## src/wdr_pkg.sv

```systemverilog
// Constants, register map and field layout of the watchdog with reset cause.
// Assumes a single AHB-Lite clock domain; all offsets are byte addresses.
package wdr_pkg;

  // ****************************************************************
  // Register offsets
  // ****************************************************************
  localparam logic [7:0] WDR_OFS_COUNT = 8'h94;
  localparam logic [7:0] WDR_OFS_RELOAD = 8'h98;
  localparam logic [7:0] WDR_OFS_KEY = 8'h9C;
  localparam logic [7:0] WDR_OFS_CTRL = 8'hA0;
  localparam logic [7:0] WDR_OFS_FLAG = 8'hA4;
  localparam logic [7:0] WDR_OFS_FLAG_CLR = 8'hA8;
  localparam logic [7:0] WDR_OFS_CAUSE = 8'hAC;
  localparam logic [7:0] WDR_OFS_PULSE_LEN = 8'hB0;
  localparam logic [7:0] WDR_OFS_IRQ_STAT = 8'hB4;
  localparam logic [7:0] WDR_OFS_IRQ_MASK = 8'hB8;

  // ****************************************************************
  // Reset values and key
  // ****************************************************************
  localparam logic [31:0] WDR_COUNT_RST = 32'h05B8D800;
  localparam logic [31:0] WDR_RELOAD_RST = 32'h05B8D800;
  localparam logic [15:0] WDR_PULSE_LEN_RST = 16'h00FF;
  localparam logic [5:0] WDR_CTRL_RST = 6'h00;
  // Restart password; the value is arbitrary
  localparam logic [31:0] WDR_RESTART_KEY = 32'h3C5A96E1;

  // ****************************************************************
  // Field positions
  // ****************************************************************
  localparam int WDR_CTRL_COUNT_EN = 0;
  localparam int WDR_CTRL_RST_EN = 1;
  localparam int WDR_CTRL_IRQ_EN = 2;
  localparam int WDR_CTRL_MODE = 3;
  localparam int WDR_CTRL_PRESC_LO = 4;
  localparam int WDR_CTRL_PRESC_HI = 5;
  localparam int WDR_CAUSE_WDOG = 0;
  localparam int WDR_CAUSE_SOFT = 1;
  localparam int WDR_EV_EXPIRE = 0;
  localparam int WDR_EV_BAD_KEY = 1;
  localparam int WDR_EV_BITS = 2;

  // ****************************************************************
  // Bus encodings
  // ****************************************************************
  localparam logic [1:0] WDR_HTRANS_NONSEQ = 2'h2;
  localparam logic [1:0] WDR_HTRANS_SEQ = 2'h3;
  localparam logic [2:0] WDR_HSIZE_WORD = 3'h2;

  // Reset pulse sequencer states
  typedef enum logic [1:0] {
    WDR_ST_RUN = 2'b01,
    WDR_ST_PULSE = 2'b10
  } wdr_state_e;

endpackage

```

## src/wdr_watchdog.sv

```systemverilog
// Watchdog timer with reset cause, reached as an AHB-Lite slave.
// Assumes hclk is the counting clock and that the system reset network
// takes wdr_sys_rst_n and the interrupt controller takes wdr_irq.
//
// The AHB-Lite slave port is this design's own decision.
`timescale 1ns/1ps

module wdr_watchdog
  import wdr_pkg::*;
#(
  parameter int ADDR_W = 8
) (
  // Clock and power-on reset
  input wire logic hclk,
  input wire logic hresetn,
  // AHB-Lite slave port
  input wire logic hsel,
  input wire logic [ADDR_W-1:0] haddr,
  input wire logic [1:0] htrans,
  input wire logic hwrite,
  input wire logic [2:0] hsize,
  input wire logic hready,
  input wire logic [31:0] hwdata,
  output logic [31:0] hrdata,
  output logic hreadyout,
  output logic hresp,
  // System outputs
  output logic wdr_sys_rst_n,
  output logic wdr_irq
);

  // ****************************************************************
  // Declarations
  // ****************************************************************
  // Register state
  logic [31:0] count_r, count_nxt;
  logic [31:0] reload_r, reload_nxt;
  logic [5:0] ctrl_r, ctrl_nxt;
  logic zero_flag_r, zero_flag_nxt;
  logic [1:0] cause_r, cause_nxt;
  logic [15:0] pulse_len_r, pulse_len_nxt;
  logic [WDR_EV_BITS-1:0] irq_stat_r, irq_stat_nxt;
  logic [WDR_EV_BITS-1:0] irq_mask_r, irq_mask_nxt;
  logic [2:0] presc_r, presc_nxt;
  wdr_state_e state_r, state_nxt;
  logic [15:0] pulse_cnt_r, pulse_cnt_nxt;
  logic wr_pend_r, wr_pend_nxt;
  logic rd_pend_r, rd_pend_nxt;
  logic rd_wait_r, rd_wait_nxt;
  logic [ADDR_W-1:0] addr_r, addr_nxt;
  logic [31:0] rdata_r, rdata_nxt;
  logic sys_rst_n_r, sys_rst_n_nxt;
  // Decode and event nets
  logic bus_take;
  logic word_ok;
  logic wr_now;
  logic [7:0] wr_ofs;
  logic [7:0] rd_ofs;
  logic [2:0] div_last;
  logic tick;
  logic count_en;
  logic mode1_act;
  logic hit;
  logic key_ok;
  logic key_bad;
  logic do_restart;
  logic fire_reset;
  logic [WDR_EV_BITS-1:0] ev_set;
  logic [WDR_EV_BITS-1:0] ev_clr;
  logic [31:0] rd_mux;

  // ****************************************************************
  // AHB-Lite slave
  // ****************************************************************

  // Address phase accepted when selected, active and bus ready
  // Writes never wait; only a read inserts its one wait state
  assign bus_take = hsel & hready & (htrans == WDR_HTRANS_NONSEQ | htrans == WDR_HTRANS_SEQ);
  assign word_ok = (hsize == WDR_HSIZE_WORD);
  assign wr_now = wr_pend_r;
  assign wr_ofs = 8'(addr_r);
  // Mux decodes only while a read is pending, and rests on zero
  assign rd_ofs = rd_pend_r ? 8'(addr_r) : 8'h00;

  // Read mux over the live register values
  always_comb begin
    rd_mux = 32'h00000000;
    case (rd_ofs)
      WDR_OFS_COUNT: rd_mux = count_r;
      WDR_OFS_RELOAD: rd_mux = reload_r;
      WDR_OFS_CTRL: rd_mux = {26'h0000000, ctrl_r};
      WDR_OFS_FLAG: rd_mux = {31'h00000000, zero_flag_r};
      WDR_OFS_CAUSE: rd_mux = {30'h00000000, cause_r};
      WDR_OFS_PULSE_LEN: rd_mux = {16'h0000, pulse_len_r};
      WDR_OFS_IRQ_STAT: rd_mux = {{(32 - WDR_EV_BITS){1'b0}}, irq_stat_r};
      WDR_OFS_IRQ_MASK: rd_mux = {{(32 - WDR_EV_BITS){1'b0}}, irq_mask_r};
      default: rd_mux = 32'h00000000;
    endcase
  end

  // Bus phase tracking; reads take one wait state so that a read
  // right behind a write sees the written value
  always_comb begin
    wr_pend_nxt = wr_pend_r;
    rd_pend_nxt = rd_pend_r;
    rd_wait_nxt = rd_wait_r;
    addr_nxt = addr_r;
    rdata_nxt = rdata_r;
    if (rd_wait_r) begin
      rdata_nxt = rd_mux;
      rd_wait_nxt = 1'b0;
    end else if (hready) begin
      wr_pend_nxt = 1'b0;
      rd_pend_nxt = 1'b0;
      if (bus_take) begin
        addr_nxt = haddr;
        wr_pend_nxt = hwrite & word_ok;
        rd_pend_nxt = ~hwrite;
        rd_wait_nxt = ~hwrite;
      end
    end
  end

  always_ff @(posedge hclk or negedge hresetn) begin
    if (!hresetn) begin
      wr_pend_r <= 1'b0;
      rd_pend_r <= 1'b0;
      rd_wait_r <= 1'b0;
      addr_r <= '0;
      rdata_r <= 32'h00000000;
    end else begin
      wr_pend_r <= wr_pend_nxt;
      rd_pend_r <= rd_pend_nxt;
      rd_wait_r <= rd_wait_nxt;
      addr_r <= addr_nxt;
      rdata_r <= rdata_nxt;
    end
  end

  assign hreadyout = ~rd_wait_r;
  assign hresp = 1'b0;
  assign hrdata = rdata_r;

  // ****************************************************************
  // Prescaler and expiry decode
  // ****************************************************************

  // divide by 1, 2, 4 or 8
  assign div_last = 3'((4'h1 << ctrl_r[WDR_CTRL_PRESC_HI:WDR_CTRL_PRESC_LO]) - 4'h1);
  assign count_en = ctrl_r[WDR_CTRL_COUNT_EN];
  assign tick = count_en & (presc_r == div_last);

  // Prescaler restarts with each restart or when stopped
  // so the first tick after enabling is always a full period
  always_comb begin
    presc_nxt = presc_r;
    if (!count_en || do_restart || state_r == WDR_ST_PULSE) begin
      presc_nxt = 3'h0;
    end else if (tick) begin
      presc_nxt = 3'h0;
    end else begin
      presc_nxt = presc_r + 3'h1;
    end
  end

  // Mode 1 behaviour needs all three enables set
  assign mode1_act = ctrl_r[WDR_CTRL_MODE] & ctrl_r[WDR_CTRL_RST_EN] & ctrl_r[WDR_CTRL_IRQ_EN];
  // zero reached on the step to 0, or on a tick while at 0
  // A held zero in mode 0 repeats the hit on every tick
  assign hit = tick & (count_r <= 32'h00000001) & (state_r == WDR_ST_RUN);

  // exact key restarts, anything else is rejected
  // Key is compared in the data phase, where hwdata stands
  assign key_ok = wr_now & (wr_ofs == WDR_OFS_KEY) & (hwdata == WDR_RESTART_KEY);
  assign key_bad = wr_now & (wr_ofs == WDR_OFS_KEY) & (hwdata != WDR_RESTART_KEY);
  assign do_restart = key_ok;

  // Decide whether this expiry issues a system reset
  always_comb begin
    fire_reset = 1'b0;
    if (hit) begin
      if (mode1_act) begin
        // second zero with flag still set resets
        fire_reset = zero_flag_r;
      end else begin
        fire_reset = ctrl_r[WDR_CTRL_RST_EN];
      end
    end
  end

  // ****************************************************************
  // Counter and software registers
  // ****************************************************************

  always_comb begin
    count_nxt = count_r;
    reload_nxt = reload_r;
    ctrl_nxt = ctrl_r;
    zero_flag_nxt = zero_flag_r;
    if (state_r == WDR_ST_PULSE) begin
      // watchdog reset returns these to defaults
      // Forced every pulse cycle, so a bus write then is lost
      count_nxt = WDR_COUNT_RST;
      reload_nxt = WDR_RELOAD_RST;
      ctrl_nxt = WDR_CTRL_RST;
      zero_flag_nxt = 1'b0;
    end else begin
      if (tick && count_r != 32'h00000000) begin
        count_nxt = count_r - 32'h00000001;
      end
      // mode 1 reloads and keeps counting
      if (hit && mode1_act && !fire_reset) begin
        count_nxt = reload_r;
      end
      // key write copies reload into count
      if (do_restart) begin
        count_nxt = reload_r;
      end
      if (wr_now && wr_ofs == WDR_OFS_RELOAD) begin
        reload_nxt = hwdata;
      end
      if (wr_now && wr_ofs == WDR_OFS_CTRL) begin
        ctrl_nxt = hwdata[5:0];
      end
      if (wr_now && wr_ofs == WDR_OFS_FLAG_CLR) begin
        zero_flag_nxt = 1'b0;
      end
      // set wins over a same-cycle clear
      if (hit) begin
        zero_flag_nxt = 1'b1;
      end
    end
  end

  // count and reload defaults on power-on
  always_ff @(posedge hclk or negedge hresetn) begin
    if (!hresetn) begin
      count_r <= WDR_COUNT_RST;
      reload_r <= WDR_RELOAD_RST;
      ctrl_r <= WDR_CTRL_RST;
      zero_flag_r <= 1'b0;
      presc_r <= 3'h0;
    end else begin
      count_r <= count_nxt;
      reload_r <= reload_nxt;
      ctrl_r <= ctrl_nxt;
      zero_flag_r <= zero_flag_nxt;
      presc_r <= presc_nxt;
    end
  end

  // ****************************************************************
  // Reset cause and pulse length, kept through watchdog reset
  // ****************************************************************

  always_comb begin
    cause_nxt = cause_r;
    pulse_len_nxt = pulse_len_r;
    if (wr_now && wr_ofs == WDR_OFS_CAUSE) begin
      cause_nxt = hwdata[1:0];
    end
    // hardware set wins over software clear
    // A watchdog reset never clears it; only hresetn or a bus write to CAUSE does
    if (fire_reset) begin
      cause_nxt[WDR_CAUSE_WDOG] = 1'b1;
    end
    if (wr_now && wr_ofs == WDR_OFS_PULSE_LEN) begin
      pulse_len_nxt = hwdata[15:0];
    end
  end

  always_ff @(posedge hclk or negedge hresetn) begin
    if (!hresetn) begin
      cause_r <= 2'h0;
      pulse_len_r <= WDR_PULSE_LEN_RST;
    end else begin
      cause_r <= cause_nxt;
      pulse_len_r <= pulse_len_nxt;
    end
  end

  // ****************************************************************
  // Reset pulse sequencer
  // ****************************************************************

  // one low pulse of pulse_len cycles, at least one
  // Length taken at entry; a write during the pulse counts next time
  always_comb begin
    state_nxt = state_r;
    pulse_cnt_nxt = pulse_cnt_r;
    sys_rst_n_nxt = 1'b1;
    case (state_r)
      WDR_ST_RUN: begin
        if (fire_reset) begin
          state_nxt = WDR_ST_PULSE;
          pulse_cnt_nxt = (pulse_len_r == 16'h0000) ? 16'h0001 : pulse_len_r;
          sys_rst_n_nxt = 1'b0;
        end
      end
      WDR_ST_PULSE: begin
        // width equals register value in clocks
        if (pulse_cnt_r == 16'h0001) begin
          state_nxt = WDR_ST_RUN;
          pulse_cnt_nxt = 16'h0000;
        end else begin
          pulse_cnt_nxt = pulse_cnt_r - 16'h0001;
          sys_rst_n_nxt = 1'b0;
        end
      end
      default: begin
        state_nxt = WDR_ST_RUN;
        pulse_cnt_nxt = 16'h0000;
      end
    endcase
  end

  always_ff @(posedge hclk or negedge hresetn) begin
    if (!hresetn) begin
      state_r <= WDR_ST_RUN;
      pulse_cnt_r <= 16'h0000;
      sys_rst_n_r <= 1'b1;
    end else begin
      state_r <= state_nxt;
      pulse_cnt_r <= pulse_cnt_nxt;
      sys_rst_n_r <= sys_rst_n_nxt;
    end
  end

  assign wdr_sys_rst_n = sys_rst_n_r;

  // ****************************************************************
  // Interrupt status and mask
  // ****************************************************************

  // Events: expiry without reset, rejected key write
  assign ev_set[WDR_EV_EXPIRE] = hit & ~fire_reset;
  assign ev_set[WDR_EV_BAD_KEY] = key_bad & (state_r == WDR_ST_RUN);
  assign ev_clr = (wr_now && wr_ofs == WDR_OFS_IRQ_STAT) ? hwdata[WDR_EV_BITS-1:0] : '0;

  // Write one to clear, set wins
  // Cleared with the mask while the pulse runs, like other soft state
  always_comb begin
    irq_stat_nxt = (irq_stat_r & ~ev_clr) | ev_set;
    irq_mask_nxt = irq_mask_r;
    if (state_r == WDR_ST_PULSE) begin
      irq_stat_nxt = '0;
      irq_mask_nxt = '0;
    end else if (wr_now && wr_ofs == WDR_OFS_IRQ_MASK) begin
      irq_mask_nxt = hwdata[WDR_EV_BITS-1:0];
    end
  end

  always_ff @(posedge hclk or negedge hresetn) begin
    if (!hresetn) begin
      irq_stat_r <= '0;
      irq_mask_r <= '0;
    end else begin
      irq_stat_r <= irq_stat_nxt;
      irq_mask_r <= irq_mask_nxt;
    end
  end

  // zero flag with irq enabled drives the interrupt
  // stands until the flag is cleared
  // Unmasked events share the line with the expiry level
  assign wdr_irq = (zero_flag_r & ctrl_r[WDR_CTRL_IRQ_EN]) | (|(irq_stat_r & irq_mask_r));

endmodule // wdr_watchdog

```

## config.mk

```make
export PLATFORM = sky130hd
export DESIGN_NAME = wdr_watchdog
export DESIGN_NICKNAME = d
export VERILOG_FILES = /design/src/wdr_pkg.sv /design/src/wdr_watchdog.sv
export SDC_FILE = /design/constraint.sdc
export NUM_CORES = 1
export LEC_CHECK = 0
export BUFFER_PORTS_ARGS = -buffer_cell sky130_fd_sc_hd__buf_2
export CAP_MARGIN = 25
export CORE_MARGIN = 10
export CORE_UTILIZATION = 40
export CTS_CLUSTER_DIAMETER = 60
export DETAILED_ROUTE_END_ITERATION = 12
export GPL_ROUTABILITY_DRIVEN = 0
export GPL_TIMING_DRIVEN = 0
export PLACE_DENSITY = 0.54
export SYNTH_ARGS = -nofsm -noshare
export SYNTH_HDL_FRONTEND = slang
export SYNTH_SLANG_ARGS = --single-unit
```

## constraint.sdc

```tcl
create_clock -name hclk -period 3.2 [get_ports hclk]
set_input_delay 0.48 -clock hclk [delete_from_list [all_inputs] [get_ports hclk]]
set_output_delay 0.48 -clock hclk [all_outputs]
set_load 0.02 [all_outputs]
```

==> out/qor.csv <==
metric,value,unit
status,"finished, final reports clean",
worst path cell trace,buf_2 -> or3_1 -> or4_4 -> nor4_4 -> buf_6 -> buf_4 -> a41oi_4 -> clkbuf_1 -> o21ai_0 -> o31ai_1,
# diodes,0,
buffers added on ports,83,
DRT Wirelength,27000,microns
HPWL Detailed,19500,microns
gr ovfl total,0,
I/O pin total,86,
prevailing post-synth register cell,dfrtp_1,
Logic pwr share,0.094,
slowest CP cell,or4_4,
largest net degree at the start of global routing,83,
critical path launch point,count_r[16],
placement-stage cell area,0.00923,sq mm
asr flop ratio synth,1.00,
"Reg clk slew, reported paths",60,ps
max cap viols,0,
Final Instance Area,0.00995,sq mm
1st-pass router iterations,7,
Critical Path Fanout Max,10,
Crit path largest cell delay,560,ps
Top Family by Delay on Critical Path,simple AND/OR/NAND/NOR gates,
fin crit share,0.957,
clk_lat worst skew,440,ps
vias in the first global route,7440,
DR top layer,met4,
"flops & latches, synth",158,
Die Height,165,microns
# rows,53,
Worst Tran Pin Value,1090,ps
first-pass GRT wire length,42400,microns
CP Class,register to register,
Final Non-Filler Cells,1270,
clock network power share,0.460,
CTS tree,built,
met2 routed WL,12700,microns
"most common cell after layout, fill and taps aside",dfrtp_1,
# setup viols final,0,
DRT iter0 DRCs,708,
Hold Path Class,input pin to async pin,
antenna-violating nets left,0,
Hold WS,28.9,ps
Post-Place Cells,1235,
H-tree depth,4,
Slew HR,0.266,
clock sinks,158,
Post-CTS Hold Fix Bufs,0,
VDD IR max,374,uV
syn_nets,933,
initial antenna violation count,0,
Worst R2R Start,count_r[16],
layout cells sized above 1,0.207,
Switching Power,1.24,mW
Fin. Hold Viols,0,
syn avg cell area,9.63,sq um
Nets,1040,
cts bufs inserted,17,
RSZ-0062 raised after global routing,no,
crit end category,register,
"EDFF count, synth",0,
Layout area overhead,18.1,%
fin. max-slew vios,0,
critical path depth,10,
routed wl met3,1310,microns
Die ar.,0.0273,sq mm
Startpoint Class,register,
"commonest non-fill, non-tap cells in the layout","128 x dfrtp_1, 110 x nand2_1, 90 x buf_2, 88 x nor2_1",
Placeable Area,0.0209,sq mm
overall fraction of global-route tracks in use,0.200,
yosys warns,0,
Fillers,2027,
sequential-to-total area share from yosys stat,0.474,
Tot Pwr,4.83,mW
mapped cell area,0.00843,sq mm
Reg area,0.00399,sq mm
worst endpoint data arrival time,3360,ps
Multi-input gate area,0.00415,sq mm
worst r2r path cells,10,
M1 WL,12200,microns
Worst Path Buf+Inv,4,
Int Power,3.59,mW
clk root buf,clkbuf_16,
Sw Share,0.256,
WL/cell,21.3,microns
number of distinct library cells after synthesis,70,
sequential power share,0.446,
CTS Buffer Depth,2,
die width,165,microns
Final min period,3060,ps
Power Density,486,mW/mm^2
vias per inst,5.86,
fmax,326,MHz
Syn Inst Count,875,
Leakage Power,4.44,nW
Initial Util,0.403,
WP data required,3500,ps
via count,7444,
DRC violations left,0,
clock skew,10.3,ps
[power groups by stage]
| stage | Sequential, mW | Clock [mW] | Combinational, mW |
|---|---|---|---|
| after floorplan | 2.22 | 0 | 0.213 |
| after global placement | 2.19 | 0 | 0.448 |
| after detailed placement | 2.19 | 0 | 0.458 |
| after CTS | 2.16 | 2.25 | 0.460 |
| after global routing | 2.17 | 2.34 | 0.505 |
| final | 2.16 | 2.22 | 0.455 |
[cell usage after synthesis, drive strengths merged (8+ instances only)]
library cell,count,area share
nor3,27,0.016
o21ai,27,0.017
buf,15,0.010
a21oi,31,0.019
dfstp,30,0.094
a22oi,25,0.022
inv,28,0.012
mux2,25,0.033
mux2i,41,0.049
o2bb2ai,29,0.030
a222oi,13,0.015
a221oi,21,0.022
ha,8,0.012
clkbuf,41,0.018
dfrtp,128,0.38
and3,8,0.0059
nand2,110,0.049
nand4,9,0.0067
xnor2,8,0.0083
o22ai,29,0.022
nor4,18,0.016
nor2,88,0.039
nand3,25,0.015
[state kept, by name, indices dropped and copies added, names as in the netlist]
name	cells
addr_r	8
cause_r	2
count_r	32
ctrl_r	6
hrdata	32
irq_mask_r	2
irq_stat_r	2
presc_r	3
pulse_cnt_r	16
pulse_len_r	16
rd_pend_r	1
rd_wait_r	1
reload_r	32
state_r	2
wdr_sys_rst_n	1
wr_now	1
zero_flag_r	1
[through the flow]
stage / TNS (ps) / utilization / setup WS (ps)
2_1_floorplan: 0 / - / 504
3_3_place_gp: -141000 / 0.440 / -997
3_5_place_dp: -15160 / 0.442 / -535
4_1_cts: 0 / 0.475 / 61.3
5_1_grt: 0 / 0.477 / 43.9
6_report: 0 / 0.477 / 137
[path summary, 6_finish.rpt]
path	endpoint	slack [ps]
hold / removal	hrdata[15]	30
min in group hclk	rd_wait_r	230
hold reg to reg	hrdata[7]	480
setup / recovery	state_r[1]	140
max in group asynchronous	count_r[26]	2370
setup reg to reg	state_r[1]	140
[per-layer routing]
metal / global-route usage / vias up
met5: 0 / -
met4: 0.0709 / 0
met3: 0.0345 / 44
met2: 0.316 / 209
met1: 0.269 / 3711
li1: - / 3480
[cells by family (layout without fill, tap and decap cells)]
group,after synthesis,after routing,synth area share
AND/OR/NAND/NOR,330,330,0.190
AO/OA/AOI/OAI,216,216,0.189
flip-flops,158,158,0.474
buffers and inverters,85,205,0.0416
multiplexers,66,66,0.0821
XOR/XNOR,11,11,0.0114
adder cells (fa/ha/maj),8,8,0.0119
other,1,1,0.000445
[what timing repair did]
item / CTS / global route
endpoints found under the setup margin: 48 / 40
gates resized for setup: 4 / 8
setup buffers: 3 / 0
pin swaps: 1 / 0
[area by class of cell]
cell class | count | area share
clock inverter | 12 | 0.0185
multi-input combinational | 632 | 0.417
clock buffer | 20 | 0.0449
tap | 275 | 0.0346
buffer | 55 | 0.0240
timing repair buffer | 89 | 0.0494
inverter | 29 | 0.0109
sequential | 158 | 0.401
(Power assumes the default switching activity.)
